`config.mk`:
```
export PLATFORM = sky130hd
export DESIGN_NAME = dsr_router
export DESIGN_NICKNAME = d
export VERILOG_FILES = /design/src/dsr_pkg.sv /design/src/dsr_src_if.sv /design/src/dsr_bit_pick.sv /design/src/dsr_router.sv
export VERILOG_INCLUDE_DIRS = /design/src
export SDC_FILE = /design/constraint.sdc
export NUM_CORES = 2
export LEC_CHECK = 0
export BUFFER_PORTS_ARGS = -buffer_cell sky130_fd_sc_hd__buf_4
export CAP_MARGIN = 5
export CORE_MARGIN = 5
export CORE_UTILIZATION = 45
export CTS_CLUSTER_SIZE = 25
export DETAILED_ROUTE_END_ITERATION = 8
export GPL_ROUTABILITY_DRIVEN = 0
export HOLD_SLACK_MARGIN = 0.03
export PLACE_DENSITY_LB_ADDON = 0.05
export SETUP_SLACK_MARGIN = 0.5
export SYNTH_ARGS = -nofsm -noshare
export SYNTH_HDL_FRONTEND = slang
export SYNTH_HIERARCHICAL = 1
export SYNTH_SLANG_ARGS = --single-unit
```
`constraint.sdc`:
```
create_clock -name ref_clk_i -period 33.6 [get_ports ref_clk_i]
set_input_delay 5.04 -clock ref_clk_i [delete_from_list [all_inputs] [get_ports ref_clk_i]]
set_output_delay 5.04 -clock ref_clk_i [all_outputs]
set_load 0.05 [all_outputs]
```
`src/dsr_defines.svh`:
```
// Named constants for the digital input source router
`ifndef DSR_DEFINES_SVH
`define DSR_DEFINES_SVH
// ====================================================================
// Table geometry
`define DSR_SEL_COUNT 36
`define DSR_WORD_WIDTH 32
`define DSR_EXT_WIDTH 4
`define DSR_HIGHEST_SUB 8'h24
`define DSR_SEL_RESET 8'h00
`define DSR_SUB_COUNT 8'h00
`define DSR_SUB_FIRST 8'h01
`define DSR_RDATA_RESET 8'h00
// ====================================================================
// Source codes (bit 7 is the invert flag)
`define DSR_INV_BIT 7
`define DSR_CODE_ZERO 7'h00
`define DSR_PHYS_FIRST 7'h01
`define DSR_PHYS_LAST 7'h10
`define DSR_AUX_FIRST 7'h41
`define DSR_AUX_LAST 7'h50
// ====================================================================
// Source widths and special-function bit positions
`define DSR_PHYS_WIDTH 16
`define DSR_AUX_WIDTH 16
`define DSR_SYNC_WIDTH 32
`define DSR_BIT_NEG_LIMIT 0
`define DSR_BIT_POS_LIMIT 1
`define DSR_BIT_HOME 2
`endif

```
`src/dsr_pkg.sv`:
```
// Types shared by the digital input source router files
package dsr_pkg;
  typedef logic [7:0] dsr_code_type;
  typedef logic [7:0] dsr_sub_type;
  typedef logic [15:0] dsr_src16_type;
endpackage

```
`src/dsr_src_if.sv`:
```
// Filtered source lines handed from the router top to each bit picker
interface dsr_src_if;
  dsr_pkg::dsr_src16_type phys;
  dsr_pkg::dsr_src16_type aux;
  modport drive (output phys, output aux);
  modport pick (input phys, input aux);
endinterface

```
`src/dsr_bit_pick.sv`:
```
// One routed bit: decodes a source code and picks the source line
module dsr_bit_pick
  import dsr_pkg::*;
(
  // Sources
  dsr_src_if.pick src,
  // Selector code and routed bit
  input wire dsr_pkg::dsr_code_type code_i,
  output logic bit_o
);
  import dsr_pkg::*;
`include "dsr_defines.svh"

  // ==================================================================
  // Decode function
  function automatic logic dsr_pick(input dsr_code_type code, input dsr_src16_type phys,
                                    input dsr_src16_type aux);
    logic [6:0] sel;
    logic raw;
    logic ok;
    sel = code[6:0];
    raw = 1'b0;
    ok = 1'b0;
    if (sel == `DSR_CODE_ZERO) begin
      ok = 1'b1;
    end else if (sel >= `DSR_PHYS_FIRST && sel <= `DSR_PHYS_LAST) begin
      raw = phys[4'(sel - `DSR_PHYS_FIRST)];
      ok = 1'b1;
    end else if (sel >= `DSR_AUX_FIRST && sel <= `DSR_AUX_LAST) begin
      raw = aux[4'(sel - `DSR_AUX_FIRST)];
      ok = 1'b1;
    end
    // Undefined codes read low whatever the invert flag says
    return ok & (raw ^ code[`DSR_INV_BIT]);
  endfunction

  // Invert flag on bit 7 covers constants and every source
  always_comb begin
    bit_o = dsr_pick(code_i, src.phys, src.aux);
  end
endmodule

```
`src/dsr_router.sv`:
```
// Digital input source router: selector table, input sync and word build
module dsr_router
  import dsr_pkg::*;
(
  // Clock and reset
  input wire logic ref_clk_i,
  input wire logic rst_i,
  // Object dictionary entry access
  input wire dsr_pkg::dsr_sub_type od_sub_i,
  input wire logic od_wr_i,
  input wire logic od_rd_i,
  input wire dsr_pkg::dsr_code_type od_wdata_i,
  output logic [7:0] od_rdata_o,
  output logic od_rvalid_o,
  output logic od_err_o,
  // Raw source pins
  input wire logic [15:0] phys_in_i,
  input wire logic [2:0] hall_i,
  input wire logic [2:0] enc_i,
  input wire logic usb_power_i,
  input wire logic eth_active_i,
  input wire logic [7:0] dip_i,
  // Routed results
  output logic [31:0] digital_input_word_o,
  output logic [3:0] routed_ext_o,
  output logic neg_limit_o,
  output logic pos_limit_o,
  output logic home_o
);
  import dsr_pkg::*;
`include "dsr_defines.svh"

  // ==================================================================
  // Declarations
  // Selector table, index 0 serves entry 1
  dsr_code_type sel_q [`DSR_SEL_COUNT];
  // Synchroniser stages and agreed levels
  logic [`DSR_SYNC_WIDTH-1:0] raw_pins;
  logic [`DSR_SYNC_WIDTH-1:0] sync1_q;
  logic [`DSR_SYNC_WIDTH-1:0] sync2_q;
  logic [`DSR_SYNC_WIDTH-1:0] sync3_q;
  logic [`DSR_SYNC_WIDTH-1:0] filt_q;
  // Picker results and access decode
  logic [`DSR_SEL_COUNT-1:0] routed;
  logic sub_in_table;
  logic [5:0] sub_idx;
  logic [7:0] rdata_d;
  logic rd_bad;
  logic wr_bad;

  // Filtered sources shared by every picker
  dsr_src_if src_bus ();

  // ==================================================================
  // Entry address decode
  // Entry 0 is the count, entries 1 to 36 the selectors
  function automatic logic dsr_sub_ok(input dsr_sub_type sub);
    return (sub >= `DSR_SUB_FIRST) && (sub <= `DSR_HIGHEST_SUB);
  endfunction

  // Table index of an entry; only meaningful when the entry is in the table
  function automatic logic [5:0] dsr_sub_index(input dsr_sub_type sub);
    return 6'(sub - `DSR_SUB_FIRST);
  endfunction

  // Selector index from the entry number, first entry is index zero
  always_comb begin
    sub_in_table = dsr_sub_ok(od_sub_i);
    sub_idx = dsr_sub_index(od_sub_i);
  end

  // ==================================================================
  // Selector table, preset on reset, writes to the count entry ignored
  // Only the addressed entry moves; a read in the same cycle sees the old code
  always_ff @(posedge ref_clk_i or posedge rst_i) begin
    if (rst_i) begin
      for (int i = 0; i < `DSR_SEL_COUNT; i++) begin
        sel_q[i] <= `DSR_SEL_RESET;
      end
    end else if (od_wr_i && sub_in_table) begin
      sel_q[sub_idx] <= od_wdata_i;
    end
  end

  // Read data mux: count entry, selectors, zero for unmapped
  always_comb begin
    rdata_d = `DSR_RDATA_RESET;
    if (od_sub_i == `DSR_SUB_COUNT) begin
      rdata_d = `DSR_HIGHEST_SUB;
    end else if (sub_in_table) begin
      rdata_d = sel_q[sub_idx];
    end
  end

  // Refused accesses: reads past the table, writes to the count or past it
  always_comb begin
    rd_bad = od_rd_i && !sub_in_table && (od_sub_i != `DSR_SUB_COUNT);
    wr_bad = od_wr_i && !sub_in_table;
  end

  // Read strobe echoed one cycle later as the valid pulse
  always_ff @(posedge ref_clk_i or posedge rst_i) begin
    if (rst_i) begin
      od_rvalid_o <= 1'b0;
    end else begin
      od_rvalid_o <= od_rd_i;
    end
  end

  // Read data loads only on a read and holds between reads
  always_ff @(posedge ref_clk_i or posedge rst_i) begin
    if (rst_i) begin
      od_rdata_o <= `DSR_RDATA_RESET;
    end else if (od_rd_i) begin
      od_rdata_o <= rdata_d;
    end
  end

  // One-cycle error pulse for a refused access
  always_ff @(posedge ref_clk_i or posedge rst_i) begin
    if (rst_i) begin
      od_err_o <= 1'b0;
    end else begin
      od_err_o <= rd_bad || wr_bad;
    end
  end

  // ==================================================================
  // Pin synchronisers: three stages, a change counts once stages 2 and 3 agree
  // Aux order: Hall U,V,W, encoder A,B,index, USB power, link, DIP 1-8
  // Stage 1 may go metastable, so only stages 2 and 3 are ever compared
  // A single-sample glitch never reaches the pickers
  // Cost: a pin change takes five edges to show in the word
  always_comb begin
    raw_pins = {dip_i, eth_active_i, usb_power_i, enc_i, hall_i, phys_in_i};
  end

  always_ff @(posedge ref_clk_i or posedge rst_i) begin
    if (rst_i) begin
      sync1_q <= '0;
      sync2_q <= '0;
      sync3_q <= '0;
    end else begin
      sync1_q <= raw_pins;
      sync2_q <= sync1_q;
      sync3_q <= sync2_q;
    end
  end

  // Per-line agreement filter
  // A line whose stages disagree keeps its last agreed level
  always_ff @(posedge ref_clk_i or posedge rst_i) begin
    if (rst_i) begin
      filt_q <= '0;
    end else begin
      for (int i = 0; i < `DSR_SYNC_WIDTH; i++) begin
        if (sync2_q[i] == sync3_q[i]) begin
          filt_q[i] <= sync3_q[i];
        end
      end
    end
  end

  // Hand filtered lines to the pickers
  assign src_bus.phys = filt_q[`DSR_PHYS_WIDTH-1:0];
  assign src_bus.aux = filt_q[`DSR_SYNC_WIDTH-1:`DSR_PHYS_WIDTH];

  // ==================================================================
  // One picker per selector
  // Every picker sees the same sources; only its code differs
  for (genvar g = 0; g < `DSR_SEL_COUNT; g++) begin : g_pick
    dsr_bit_pick u_pick (
      .src(src_bus),
      .code_i(sel_q[g]),
      .bit_o(routed[g])
    );
  end

  // ==================================================================
  // Registered word, one bit per selector 1 to 32
  always_ff @(posedge ref_clk_i or posedge rst_i) begin
    if (rst_i) begin
      digital_input_word_o <= '0;
    end else begin
      digital_input_word_o <= routed[`DSR_WORD_WIDTH-1:0];
    end
  end

  // Selectors 33 to 36 have no word bit, so their results leave here
  always_ff @(posedge ref_clk_i or posedge rst_i) begin
    if (rst_i) begin
      routed_ext_o <= '0;
    end else begin
      routed_ext_o <= routed[`DSR_SEL_COUNT-1:`DSR_WORD_WIDTH];
    end
  end

  // Limit and home switches follow their routed word bits
  // Taken from the same routed bits, so the special view never lags the word
  always_ff @(posedge ref_clk_i or posedge rst_i) begin
    if (rst_i) begin
      neg_limit_o <= 1'b0;
      pos_limit_o <= 1'b0;
      home_o <= 1'b0;
    end else begin
      neg_limit_o <= routed[`DSR_BIT_NEG_LIMIT];
      pos_limit_o <= routed[`DSR_BIT_POS_LIMIT];
      home_o <= routed[`DSR_BIT_HOME];
    end
  end
endmodule

```
==> run metrics <==
EDFF count, synth 0; Clock transition at path regs 0.07 ns; gr ovfl total 0; Initial Util 45.3%; Worst Hold Slack 0.345 ns; most frequent cells in the layout dfrtp_1, mux4_2, mux2_2, mux2i_1, buf_4; Die ar. 81800 um2; post-layout util 50.1%; Worst VDD drop 40.4 uV; Antenna Nets Post-Route 0; initial antenna violation count 5; unrepaired setup endpoints after global routing no; Maximum Capacitance Violations 0; layout cells sized above 1 42.2%; Worst-Skew Late Latency 0.65 ns; largest net degree at the start of global routing 162; P&R area growth vs syn 10.6%; number of remaining DRC errors 0; Place WS 24.72 ns; Setup CP Type in2reg; CTS Buffer Depth 3; Tightest Pin Transition 1.24 ns; drt wl/cell 34.0 um; post-synthesis async set-or-reset flop share 100%; clk sinks 462; GRT Total Usage 30.1%; drt via density 6.94; row count 101; Iter 0 DRT Violations 2825; fin crit share 25.0%; commonest non-fill, non-tap cell in the layout dfrtp_1; RR Endpoint digital_input_word_o[18]; WL met3 11.5 mm; First-pass DRT Iterations 5; total placed cells including tap cells 3552; crit path max fanout 19; io pins 101; Reg2Reg Setup Slack 30.28 ns; chip height 286 um; Yosys reg bits 462; met1 WL 50.0 mm; Critical Path Sink Type register; IO Port Bufs 100; Nets 2759; Max Fclk 119 MHz; crit path DAT 8.88 ns; worst r2r src filt_q[28]; core area 75700 um2; Post-Synthesis Cells 2563; post-route setup TNS 0 ns; register area share after synthesis 33.7%; Post-CTS Resized 0; crit path time final 8.40 ns; vias in the first global route 25752; Vias 25465; CTS Hold Bufs 0; met2 WL 57.9 mm; Hold Path Cell Cnt 0; warnings from Yosys 6; Mapped Area 34300 um2; Synth Flop Type dfrtp_1; CTS Buf Count 57; CTS tree done; PD cells 47.1 nW/um2; clk root buf clkbuf_16; status complete, no violations; worst hold start sync1_q[16]; fin. max-slew vios 0; synthesized area per cell 13.4 um2; HP Class reg2reg; first-pass GRT wire length 181 mm; # setup viols final 0; dpl hpwl 74.9 mm; synth unique cells 70; Layout Cells excl Fill 3669; Clock Skew 0.0257 ns; Hold Vio Cnt, Final 0; setup ws final 25.20 ns; Synthesized Nets 2689; highest metal used met4; Die X 286 um; startpoint types input pin; Static Leak 16.4 nW; Reg2Reg Depth 6; Worst Hold End sync2_q[16]; max_slew headroom 16.8%; htree depth 2; CP Data Required Time 34.09 ns; wirelength, routed 125 mm; setup repair bufs after CTS 0
-- through the flow --
step	area [um2]	total power, mW
floorplan	34300	0.967
global placement	35900	1.11
detailed placement	35900	1.12
CTS	37900	1.79
global route	37900	1.85
finish	37900	1.78
-- sequential cells by signal, summed over array words and instances, names as in the netlist --
register,count
sync1_q,32
sel_q,288
od_rvalid_o,1
sync3_q,32
filt_q,32
sync2_q,32
od_err_o,1
routed_ext_o,4
digital_input_word_o,32
od_rdata_o,8
-- power by group --
group / switching [mW] / internal, mW / leakage, nW
clock network: 0.267 / 0.396 / 0.992
logic: 0.267 / 0.214 / 9.27
registers: 0.0548 / 0.585 / 6.12
total: 0.589 / 1.20 / 16.4
-- cell type report --
cell class / count / area, um2
fill: 6554 / 37800
clock inverter: 33 / 413
multi-input combinational: 1848 / 21500
clock buffer: 73 / 1620
timing repair buffer: 146 / 1110
antenna: 11 / 27.5
inverter: 118 / 450
sequential: 462 / 11600
tap: 978 / 1220
-- routing by layer --
metal	GRT usage, %	up-vias
met1	40.6	13325
met5	0	-
met3	6.80	368
li1	-	10222
met2	47.2	1550
met4	12.9	0
-- worst max-delay path: stages --
cell	delay (ns)
buf_4	0.22
inv_2	0.25
ha_4	0.45
clkinv_1	0.71
nor2_1	0.91
a32o_1	0.29
a31oi_1	0.05
a311oi_1	0.74
o221ai_1	0.22
-- cells in the mapped netlist (all sizes together), types with 19 or more instances --
cell	instances	area [um2]
nand2	96	373
or4b	37	370
mux2	329	3700
a21oi	44	220
clkbuf	40	150
xor2	39	612
buf	95	654
dfrtp	462	11600
nand3	19	100
nor3	49	278
nor4	40	821
mux2i	265	2650
or2	37	231
o31a	37	369
inv	117	439
and3b	36	315
and2	37	231
mux4	343	7720
maj3	32	320
a221oi	38	333
o211ai	36	270
nor3b	37	278
or3b	36	315
nor2	102	405
ha	74	926
-- cells by family (layout without fill, tap and decap cells) --
kind of cell,count (synthesis),count (layout),synth area share [%]
AOI/OAI and AO/OA,217,217,4.83
and+or+nand+nor,546,546,11.2
buffers and inverters,253,370,3.64
adders and majority gates,106,106,3.64
xor gates and xnor gates,42,42,1.86
muxes,937,937,41.1
other,0,11,0
DFF,462,462,33.7
-- worst max-delay path by stage --
stage / startpoint / end
floorplan: rst_i / digital_input_word_o[0]
global placement: od_sub_i[0] / sel_q[80]
detailed placement: od_sub_i[0] / sel_q[84]
CTS: od_sub_i[0] / sel_q[86]
global route: od_sub_i[0] / sel_q[83]
finish: od_sub_i[0] / od_rdata_o[5]
(Power assumes the default switching activity.)
